File: config.mk
export PLATFORM = sky130hd
export DESIGN_NAME = tsr_test_signal_routing
export DESIGN_NICKNAME = d
export VERILOG_FILES = /design/src/rtl/tsr_pkg.sv /design/src/rtl/tsr_test_signal_routing.sv
export VERILOG_INCLUDE_DIRS = /design/src /design/src/rtl
export SDC_FILE = /design/constraint.sdc
export NUM_CORES = 1
export LEC_CHECK = 0
export ABC_AREA = 1
export BUFFER_PORTS_ARGS = -buffer_cell sky130_fd_sc_hd__buf_4
export CAP_MARGIN = 5
export CORE_AREA = 5 5 163 165
export CTS_BUF_LIST = sky130_fd_sc_hd__clkbuf_8
export CTS_CLUSTER_SIZE = 8
export DETAILED_ROUTE_END_ITERATION = 7
export DIE_AREA = 0 0 168 170
export SYNTH_ARGS = -nofsm -noshare
export SYNTH_HDL_FRONTEND = slang
export SYNTH_SLANG_ARGS = --single-unit
File: constraint.sdc
create_clock -name clk_sys -period 4.6 [get_ports clk_sys]
set_clock_uncertainty 0.1 [all_clocks]
set_input_delay 0.46 -clock clk_sys [delete_from_list [all_inputs] [get_ports clk_sys]]
set_output_delay 0.46 -clock clk_sys [all_outputs]
set_load 0.02 [all_outputs]
File: src/rtl/tsr_defines.svh
`ifndef TSR_DEFINES_SVH
`define TSR_DEFINES_SVH
// Register indices; byte address is four times the index
`define TSR_IDX_RESERVED 8'h30
`define TSR_IDX_BITSEL 8'h31
`define TSR_IDX_GROUPCTL 8'h32
`define TSR_IDX_PINEN 8'h33
`define TSR_IDX_BUSREAD 8'h35
`define TSR_IDX_AUXCTL 8'h3a
// Reset values
`define TSR_RST_BITSEL 3'h0
`define TSR_RST_GROUPCTL 8'h00
`define TSR_RST_PINEN 8'h80
`define TSR_RST_AUXSEL 4'h0
// Field positions
`define TSR_F_SWAP 7
`define TSR_F_PRBS9 6
`define TSR_F_PRBS15 5
`define TSR_F_LINEEN 7
`define TSR_F_TXCMD 6
// Second auxiliary select value that routes the test bit
`define TSR_AUXILIARY_PIN_TWO_TESTBIT 4'hf
// Data pins usable while SPI, or UART with line enable set, shares the port
`define TSR_PINS_LIMITED 6'h0f
`define TSR_PINS_ALL 6'h3f
// Sequence seeds
`define TSR_SEED9 9'h1ff
`define TSR_SEED15 15'h7fff
// Bus responses
`define TSR_RESP_OKAY 2'h0
`define TSR_RESP_SLVERR 2'h2
`endif

File: src/rtl/tsr_pkg.sv
package tsr_pkg;
   // Host interface in use
   typedef enum logic [1:0] {
      HOST_PARALLEL = 2'b00,
      HOST_SPI = 2'b01,
      HOST_UART = 2'b10,
      HOST_I2C = 2'b11
   } tsr_host_type;
   // Decoded register
   typedef enum logic [2:0] {
      SEL_NONE = 3'b000,
      SEL_RESERVED = 3'b001,
      SEL_BITSEL = 3'b010,
      SEL_GROUPCTL = 3'b011,
      SEL_PINEN = 3'b100,
      SEL_BUSREAD = 3'b101,
      SEL_AUXCTL = 3'b110
   } tsr_sel_type;
   // Thirty-two internal groups of eight test signals
   typedef logic [31:0][7:0] tsr_groups_type;
   // AXI4-Lite master to slave
   typedef struct packed {
      logic awvalid;
      logic [31:0] awaddr;
      logic wvalid;
      logic [31:0] wdata;
      logic [3:0] wstrb;
      logic bready;
      logic arvalid;
      logic [31:0] araddr;
      logic rready;
   } tsr_axi_req_type;
   // AXI4-Lite slave to master
   typedef struct packed {
      logic awready;
      logic wready;
      logic bvalid;
      logic [1:0] bresp;
      logic arready;
      logic rvalid;
      logic [31:0] rdata;
      logic [1:0] rresp;
   } tsr_axi_resp_type;
   // Pin side outputs
   typedef struct packed {
      logic modulationOutputPin;
      logic auxiliaryPinTwo;
      logic auxiliaryPinTwoOe;
      logic [5:0] dataPinOut;
      logic [5:0] dataPinOe;
      logic uartExtraOutputLine;
      logic uartRequestLine;
      logic uartLinesOe;
      logic prbsBit;
      logic prbsActive;
   } tsr_pins_type;
endpackage

File: src/rtl/tsr_test_signal_routing.sv
// Decided for this implementation: the AXI4-Lite register port.
`timescale 1ns/1ps
`include "tsr_defines.svh"

// Overview of operation
// - Chosen test bus bit drives modulation pin
// - Aux select all-ones also drives auxiliary pin
// - Group select field picks the test bus
// - Swap bit reorders bus onto data pins
// - PRBS9 bit enables and seeds nine-stage generator
// - PRBS15 bit enables and seeds fifteen-stage generator
// - Sequence transmits only after transmit command
// - Line enable zero disables extra UART lines
// - Each enable bit drives matching data pin
// - SPI host limits test outputs to D1-D4
// - UART with lines enabled limits D1-D4
// - Readback register shows selected test bus
module tsr_test_signal_routing (
   input wire logic clk_sys,
   input wire logic reset,
   input wire tsr_pkg::tsr_axi_req_type axiReq,
   output tsr_pkg::tsr_axi_resp_type axiResp,
   input wire tsr_pkg::tsr_groups_type testGroups,
   input wire logic uartExtraData,
   input wire logic uartRequestData,
   output tsr_pkg::tsr_pins_type pins
);
   import tsr_pkg::*;

   // Whole block state, registered in one place
   typedef struct packed {
      tsr_axi_resp_type bus; // Bus answers
      logic awHeld; // Write address taken
      logic [31:0] awAddr;
      logic wHeld; // Write data taken
      logic [31:0] wData;
      logic [3:0] wStrb;
      logic [2:0] bitSel; // test_bit_select
      logic [7:0] groupCtl; // Swap, PRBS bits, group
      logic [7:0] pinEn; // Line enable, pin enables
      logic [3:0] auxSel; // Second aux analog select
      tsr_host_type hostMode; // Host interface in use
      logic [8:0] prbs9; // Nine-stage shift register
      logic [14:0] prbs15; // Fifteen-stage shift register
      logic txRun; // Sequence transmitting
      tsr_pins_type pins; // Pin outputs
   } tsr_state_type;

   tsr_state_type st; // Current state
   tsr_state_type next_st; // Next state

   // Address decode shared by write and read paths
   function automatic tsr_sel_type decodeAddr(
      input logic [31:0] addr
   );
      logic [7:0] idx;
      // Word index sits in bits 9:2
      idx = addr[9:2];
      // Anything above the page of indices is unmapped
      if (addr[31:10] != 22'h0) begin
         decodeAddr = SEL_NONE;
      end else if (idx == `TSR_IDX_RESERVED) begin
         decodeAddr = SEL_RESERVED;
      end else if (idx == `TSR_IDX_BITSEL) begin
         decodeAddr = SEL_BITSEL;
      end else if (idx == `TSR_IDX_GROUPCTL) begin
         decodeAddr = SEL_GROUPCTL;
      end else if (idx == `TSR_IDX_PINEN) begin
         decodeAddr = SEL_PINEN;
      end else if (idx == `TSR_IDX_BUSREAD) begin
         decodeAddr = SEL_BUSREAD;
      end else if (idx == `TSR_IDX_AUXCTL) begin
         decodeAddr = SEL_AUXCTL;
      end else begin
         decodeAddr = SEL_NONE;
      end
   endfunction

   // Selected group of the internal test bus
   logic [7:0] testBus;
   assign testBus = testGroups[st.groupCtl[4:0]];

   // Next-state logic for bus, registers, generators, pins
   always_comb begin
      // Scratch values, each given a value first so nothing latches
      logic [7:0] wByte;
      logic [7:0] rByte;
      logic txCmd;
      logic modeOn;
      logic [5:0] mapped;
      logic [5:0] allowed;
      tsr_sel_type wSel;
      tsr_sel_type rSel;
      // Defaults on every path
      wByte = 8'h00;
      rByte = 8'h00;
      txCmd = 1'b0;
      modeOn = 1'b0;
      mapped = 6'h00;
      allowed = 6'h00;
      wSel = SEL_NONE;
      rSel = SEL_NONE;
      next_st = st;

      // Address and data may arrive in either order
      if (axiReq.awvalid && st.bus.awready) begin
         next_st.awHeld = 1'b1;
         next_st.awAddr = axiReq.awaddr;
      end
      // Data lane captured with its strobes
      if (axiReq.wvalid && st.bus.wready) begin
         next_st.wHeld = 1'b1;
         next_st.wData = axiReq.wdata;
         next_st.wStrb = axiReq.wstrb;
      end

      // Response handshake retires the write
      if (st.bus.bvalid && axiReq.bready) begin
         next_st.bus.bvalid = 1'b0;
      end

      // Both halves held: perform the write
      if (st.awHeld && st.wHeld && !st.bus.bvalid) begin
         // Write lands on this edge; response raised with it
         wSel = decodeAddr(st.awAddr);
         wByte = st.wData[7:0];
         next_st.awHeld = 1'b0;
         next_st.wHeld = 1'b0;
         next_st.bus.bvalid = 1'b1;
         next_st.bus.bresp = `TSR_RESP_OKAY;
         if (wSel == SEL_NONE) begin
            // Unmapped: error answer, nothing stored
            next_st.bus.bresp = `TSR_RESP_SLVERR;
         end else if (!st.wStrb[0]) begin
            // Low lane not strobed: nothing to store
            next_st.bus.bresp = `TSR_RESP_OKAY;
         end else if (wSel == SEL_BITSEL) begin
            // Upper five bits are dropped
            next_st.bitSel = wByte[2:0];
         end else if (wSel == SEL_GROUPCTL) begin
            // Swap, sequence bits and group in one go
            next_st.groupCtl = wByte;
            // Rising mode bit reseeds and waits
            if (wByte[`TSR_F_PRBS9]
                && !st.groupCtl[`TSR_F_PRBS9]) begin
               next_st.prbs9 = `TSR_SEED9;
               next_st.txRun = 1'b0;
            end
            if (wByte[`TSR_F_PRBS15]
                && !st.groupCtl[`TSR_F_PRBS15]) begin
               next_st.prbs15 = `TSR_SEED15;
               next_st.txRun = 1'b0;
            end
         end else if (wSel == SEL_PINEN) begin
            // Bit zero is reserved and stays clear
            next_st.pinEn = {wByte[7:1], 1'b0};
         end else if (wSel == SEL_AUXCTL) begin
            next_st.auxSel = wByte[3:0];
            next_st.hostMode = tsr_host_type'(wByte[5:4]);
            // Transmit bit acts once and is not stored
            txCmd = wByte[`TSR_F_TXCMD];
         end
         // Reserved slot and readback ignore writes
      end

      // Read channel: one outstanding read
      if (st.bus.rvalid && axiReq.rready) begin
         next_st.bus.rvalid = 1'b0;
      end
      // Address taken: answer on the next edge
      if (axiReq.arvalid && st.bus.arready) begin
         rSel = decodeAddr(axiReq.araddr);
         next_st.bus.rvalid = 1'b1;
         next_st.bus.rresp = `TSR_RESP_OKAY;
         if (rSel == SEL_BITSEL) begin
            // Upper five bits are reserved
            rByte = {5'h00, st.bitSel};
         end else if (rSel == SEL_GROUPCTL) begin
            // Stored as written, all eight bits
            rByte = st.groupCtl;
         end else if (rSel == SEL_PINEN) begin
            // Bit zero was cleared when written
            rByte = st.pinEn;
         end else if (rSel == SEL_BUSREAD) begin
            // Live group value, not a stored copy
            rByte = testBus;
         end else if (rSel == SEL_AUXCTL) begin
            // Transmit command bit reads as zero
            rByte = {2'h0, st.hostMode, st.auxSel};
         end else if (rSel == SEL_RESERVED) begin
            rByte = 8'h00;
         end else begin
            // Unmapped: error answer, data stays zero
            next_st.bus.rresp = `TSR_RESP_SLVERR;
         end
         next_st.bus.rdata = {24'h000000, rByte};
      end

      // Sequence generators run only after transmit
      // Either mode bit keeps the generators armed
      modeOn = next_st.groupCtl[`TSR_F_PRBS9]
               || next_st.groupCtl[`TSR_F_PRBS15];
      if (!modeOn) begin
         next_st.txRun = 1'b0;
      end else if (txCmd) begin
         next_st.txRun = 1'b1;
      end
      // Shift from the edge after the transmit command on
      if (st.txRun && next_st.txRun) begin
         // x^9 + x^5 + 1
         next_st.prbs9 = {st.prbs9[7:0],
                          st.prbs9[8] ^ st.prbs9[4]};
         // x^15 + x^14 + 1
         next_st.prbs15 = {st.prbs15[13:0],
                           st.prbs15[14] ^ st.prbs15[13]};
      end
      // Nine-stage wins when both modes are set
      if (next_st.groupCtl[`TSR_F_PRBS9]) begin
         next_st.pins.prbsBit = next_st.prbs9[8];
      end else begin
         next_st.pins.prbsBit = next_st.prbs15[14];
      end
      // Tells test equipment the sequence is on the line
      next_st.pins.prbsActive = next_st.txRun;

      // Routing pins follow the registers as they stood before this
      // edge, so group, bit and swap always change together and the
      // pins trail a register write by exactly one clock
      // Chosen bit onto modulation and aux pins
      next_st.pins.modulationOutputPin = testBus[st.bitSel];
      // Aux pin carries the same bit; only its driver is gated
      next_st.pins.auxiliaryPinTwo = testBus[st.bitSel];
      next_st.pins.auxiliaryPinTwoOe =
         (st.auxSel == `TSR_AUXILIARY_PIN_TWO_TESTBIT);

      // Data pin order, D1 first
      if (st.groupCtl[`TSR_F_SWAP]) begin
         // Swapped: D1 to D6 carry bits 4, 3, 2, 6, 5, 0
         mapped = {testBus[0], testBus[5], testBus[6],
                   testBus[2], testBus[3], testBus[4]};
      end else begin
         // Plain: Dn carries bit n, bit 7 has no pin
         mapped = testBus[6:1];
      end
      next_st.pins.dataPinOut = mapped;

      // SPI, and UART with line enable set, keep D5 and D6 for themselves
      if (st.hostMode == HOST_SPI) begin
         // SPI owns the upper data pins
         allowed = `TSR_PINS_LIMITED;
      end else if (st.hostMode == HOST_UART
                   && st.pinEn[`TSR_F_LINEEN]) begin
         // Extra UART lines borrow the upper data pins
         allowed = `TSR_PINS_LIMITED;
      end else begin
         // Parallel or two-wire host, or UART with line enable clear: all six pins usable
         allowed = `TSR_PINS_ALL;
      end
      // A pin drives only if enabled and not taken by the host
      next_st.pins.dataPinOe =
         st.pinEn[6:1] & allowed;

      // Extra UART lines follow the line enable
      // Held low while off, so no stale level is left on them
      next_st.pins.uartLinesOe =
         st.pinEn[`TSR_F_LINEEN];
      next_st.pins.uartExtraOutputLine =
         uartExtraData & st.pinEn[`TSR_F_LINEEN];
      next_st.pins.uartRequestLine =
         uartRequestData & st.pinEn[`TSR_F_LINEEN];

      // A new write waits until the last response is taken
      // Ready only while the matching slot is free
      next_st.bus.awready = !next_st.awHeld
                            && !next_st.bus.bvalid;
      next_st.bus.wready = !next_st.wHeld
                           && !next_st.bus.bvalid;
      next_st.bus.arready = !next_st.bus.rvalid;
   end

   // State register; constants only under reset
   always_ff @(posedge clk_sys or posedge reset) begin
      if (reset) begin
         st <= '0;
         st.bitSel <= `TSR_RST_BITSEL;
         st.groupCtl <= `TSR_RST_GROUPCTL;
         st.pinEn <= `TSR_RST_PINEN;
         st.auxSel <= `TSR_RST_AUXSEL;
         st.hostMode <= HOST_PARALLEL;
         // Generators seed to all ones so the first bits are known
         st.prbs9 <= `TSR_SEED9;
         st.prbs15 <= `TSR_SEED15;
         // Line enable resets to one
         st.pins.uartLinesOe <= 1'b1;
      end else begin
         st <= next_st;
      end
   end

   // Outputs straight from the state flip-flops
   assign axiResp = st.bus;
   assign pins = st.pins;
endmodule

---- Word-level counts from Yosys, hierarchy flattened ----
Index checks and enable logic that the tools add are counted.
cells by class
  eq/ne operators ......................... 27
  bitwise operators ....................... 9
  multiplexer cells ....................... 67
  reduce and logical (&&, ||, !) cells .... 35
  $lt $le $gt $ge ......................... 2
operators by type and width
  cell                count
  $mux 46             4
  $eq 8x6->1 const B  12
  $mux 3              17
  $mux 8              6
  $reduce_bool 22->1  2
  $bmux 8 s5          1
  $mux 37             1
  $mux 6              6
  $mux 35             1
  $mux 33             1
  $mux 25             1
  $mux 24             1
  $reduce_and 6->1    3
  $mux 1              16
  $mux 16             1
  $eq 3x3->1 const B  5
  $mux 14             1
  $mux 2              7
  $logic_and 1x1->1   13
  $eq 3x2->1 const B  4
  $reduce_bool 2->1   5
  $mux 9              1
  $logic_not 1->1     7
  $mux 7              1
  other kinds (17)    23
storage, ports and cells
  bits in registers ....................... 154

---- Longest topological paths before layout ----
  depth after elaboration ................. 22
  gate-level depth with buffers ........... 19
  depth with buffers taken out ............ 17

---- Worst setup path after synthesis ----
OpenSTA, ideal clock, no wires.
  path kind ............................... register to register
  start point ............................. reg st[135] in the netlist's numbering
  end point ............................... reg st[37] in the netlist's numbering
  buffers on the path ..................... 2
  arrival time ............................ 1957 ps
  setup time .............................. 88 ps
  stages on the path, launching flop included .. 17
  setup slack ............................. 2455 ps
  data required time ...................... 4412 ps
  cell sequence ........................... dfrtp_1 -> or2_1 -> nor2_2 -> nand2_2 -> nor2_8 -> nand3_4 -> nor2_4 -> nand3_2 -> nand2_1 -> nand2_2 -> inv_2 -> nand2_4 -> and2_4 -> buf_6 -> buf_6 -> nand3_1 -> nand3_1
RTL lines
  item                    RTL line                        source
  start, declared         tsr_test_signal_routing.sv:49   tsr_state_type st;
  start signal, assigned  tsr_test_signal_routing.sv:296  st <= next_st;

---- Worst setup path in the final report ----
  start point ............................. reg st[59] in the netlist's numbering
  end point ............................... reg st, in the netlist axiResp[6]
between the ends
  word-level cells in the longest chain between the ends .. 6
ends and longest elaborated chain
  item                          RTL line                        source
  $bmux 8 s5                    tsr_test_signal_routing.sv:81   assign testBus = testGroups[st.groupCtl[4:0]];
  $mux 8 (implied by the code)  tsr_test_signal_routing.sv:81
  $mux 8                        tsr_test_signal_routing.sv:184  end else if (rSel == SEL_BUSREAD) begin
  $mux 8                        tsr_test_signal_routing.sv:181  end else if (rSel == SEL_PINEN) begin
  $mux 8                        tsr_test_signal_routing.sv:178  end else if (rSel == SEL_GROUPCTL) begin
  $mux 8                        tsr_test_signal_routing.sv:175  if (rSel == SEL_BITSEL) begin
Every way passes these cells. The select of a mux whose other input is x is not followed.
A chain may end at the register's enable or synchronous reset.

==> results.md <==
- Status: completed
- DR vias: 9306
- Unique cell type count in the Yosys netlist: 41
- Critical Path Slowest Stage Cell: buf_4
- Ys async rst share: 100%
- DR pass1 iterations: 5
- Nets@finish: 1863
- Initial antenna violation count: 5
- EDFF count, synth: 0
- Placer Congestion: 0.944
- Sw Ratio: 30.3%
- Worst-path clk slew: 0.07 ns
- Area of the core: 24900 sq um
- PD cells: 290 nW/um^2
- Die height: 170 um
- CP required: 4.86 ns
- Row count: 58
- H-Tree Depth: 4
- Crit path largest cell delay: 0.66 ns
- Initial Util: 33.8%
- Port Buffers: 368
- Crit-path cells: buf_4 > buf_4 > nor2_1 > o221ai_1 > nand3_1 > nand3_1 > nand2_1 > o21ai_0 > a21oi_1 > o21ai_0
- GRT Total Usage: 23.7%
- Slew @ Worst Pin: 0.977 ns
- Fin. max-slew vios: 0
- Area of the multi-input gates: 4280 sq um
- Synth warn: 0
- Worst setup EP type: flop
- Most common cell after layout, fill and taps aside: buf_4
- Vias per cell: 5.05
- WL final: 35300 um
- Final HPWL DP: 27400 um
- Die area: 28600 sq um
- Maximum clock frequency: 315 MHz
- Leak Pwr: 5.68 nW
- Switch Pwr: 1.01 mW
- Post-Route Setup TNS: 0 ns
- RSZ-0062 raised after global routing: no
- Drt wl/cell: 19.2 um
- Critical path class: reg2reg
- Seq/Total Area, Yosys: 37.0%
- Avg Cell Area, Syn: 6.98 sq um
- Largest net degree at the start of global routing: 78
- Placed inst area: 11000 sq um
- Final instance area: 11500 sq um
- Layout cells sized above 1: 31.3%
- CTS tree: yes
- Int Pwr: 2.33 mW
- Clock network fraction of design power: 33.6%
- Endpoints failing hold: 0
- Root Driver: clkbuf_8
- Flop and latch count out of synthesis: 123
- Most frequent cells in the layout: buf_4, nand2_1, o21ai_0
- # DRC: 0
- Filler cell count: 2561
- Ys flop type: dfrtp_1
- Max-cap viol count: 0
- Clock Tree Buf Depth: 2
- Comb power frac: 25.2%
- Postcts setup bufs: 0
- PostCTS Resize Cnt: 0
- Worst-skew pair later-pin latency: 0.44 ns
- Hold Buf Count CTS: 0
- Register area: 3120 sq um
- Final ANT Viol Nets: 0
- Period utilisation layout: 69.1%
- Syn Inst Count: 1204
- Tmin final: 3.18 ns
- First-pass GRT wire length: 52500 um
- Mapped Area: 8410 sq um
- Max_slew headroom: 34.9%
- Worst vdd ir: 222 uV
- Data arrival, critical path: 3.43 ns
- Setup-failing EPs final: 0
- Startpoint Class: flop
- Diodes inserted: 0
- Die width: 168 um
- DR iter-0 viols: 670
- Num CTS Buffers: 17
- Cells after DPL: 1809
- Part of the power in registers: 41.2%
- Critical path peak fanout: 73
- Fin cells: 1841
- Vias in the first global route: 8945
- Area Growth Syn to Fin: 36.8%
- # clock sinks: 123
- Overflow after GRT: 0
- HP Class: in2async
- IO Count: 426
[layout make-up]
class	count	share of cell area, %
Multi-Input combinational cell	880	37.2
Sequential cell	123	27.1
Timing Repair Buffer	383	25.0
Tap cell	330	3.59
Inverter	93	3.07
Clock buffer	20	2.39
Clock inverter	12	1.68
[path summary, 6_finish.rpt]
kind                                 start         end  slack [ns]  cells past startpoint
min reg2reg                     next_st[2]     pins[2]        0.33                      0
max reg2reg                         st[59]  axiResp[6]        1.42                     10
max in group asynchronous            reset      st[59]        3.43                      3
max                                 st[59]  axiResp[6]        1.42                     10
min                                  reset     st[124]        0.08                      3
min in group clk_sys       uartRequestData     pins[3]        0.11                      3
[state kept, by name, indices dropped and copies added, names as in the netlist]
signal   flops
next_st      1
pins        19
axiResp     15
st          88
[stage by stage]
| step | setup slack [ns] | hold slack [ns] | power (mW) | util, % |
|---|---|---|---|---|
| 2_1_floorplan | 0.812 | 0.274 | 1.87 | - |
| 3_3_place_gp | 1.46 | 0.320 | 2.22 | 44.3 |
| 3_5_place_dp | 1.41 | 0.317 | 2.23 | 44.3 |
| 4_1_cts | 1.40 | 0.0792 | 3.37 | 46.2 |
| 5_1_grt | 1.17 | 0.0814 | 3.54 | 46.2 |
| 6_report | 1.42 | 0.0796 | 3.33 | 46.2 |
[metal layers]
metal  vias up  wire, um  global-route usage, %
met1      4334     15800                   32.4
met3        41      3030                   7.22
met4        10       574                   5.01
li1       4549         -                      -
met5         -        74                      0
met2       372     15800                   37.5
[worst max-delay path, delay by kind of cell, from the launching register on]
kind                   cells  cell delay [ns]
DFF                        1             0.41
AOI/OAI and AO/OA          4             0.82
and+or+nand+nor            4             0.63
buffers and inverters      2             1.11
[power by group through the flow]
stage | clock [mW] | combinational, mW | sequential, mW
after floorplan | 0 | 0.502 | 1.36
after global placement | 0 | 0.833 | 1.39
after detailed placement | 0 | 0.843 | 1.39
after CTS | 1.14 | 0.848 | 1.37
after global routing | 1.19 | 0.955 | 1.39
final | 1.12 | 0.841 | 1.37
[synth_stat cells (all sizes together), types with 2 or more instances]
cell    instances  share of area, %
a21oi           8              0.48
and2            7              0.55
buf            73               6.4
clkbuf         60               2.7
clkinv          2             0.089
dfrtp          97                29
dfstp          26               8.1
inv            91               4.1
nand2         229                10
nand3         126               8.4
nand3b          2              0.18
nand4          11              0.82
nor2          185               8.7
nor3            6              0.36
nor4            2              0.15
o211ai          5              0.45
o21a            3              0.27
o21ai         196                12
o221ai         56               5.8
o22ai          10              0.74
or2             2              0.15
[cell families after synthesis]
| family | after synthesis | synth area share, % |
|---|---|---|
| AOI/OAI and AO/OA | 282 | 19.8 |
| DFF | 123 | 37.0 |
| and+or+nand+nor | 570 | 29.7 |
| other | 1 | 0.0446 |
| xor gates and xnor gates | 2 | 0.208 |
| buffers and inverters | 226 | 13.2 |
No activity file was read; power rests on OpenSTA's default activity.
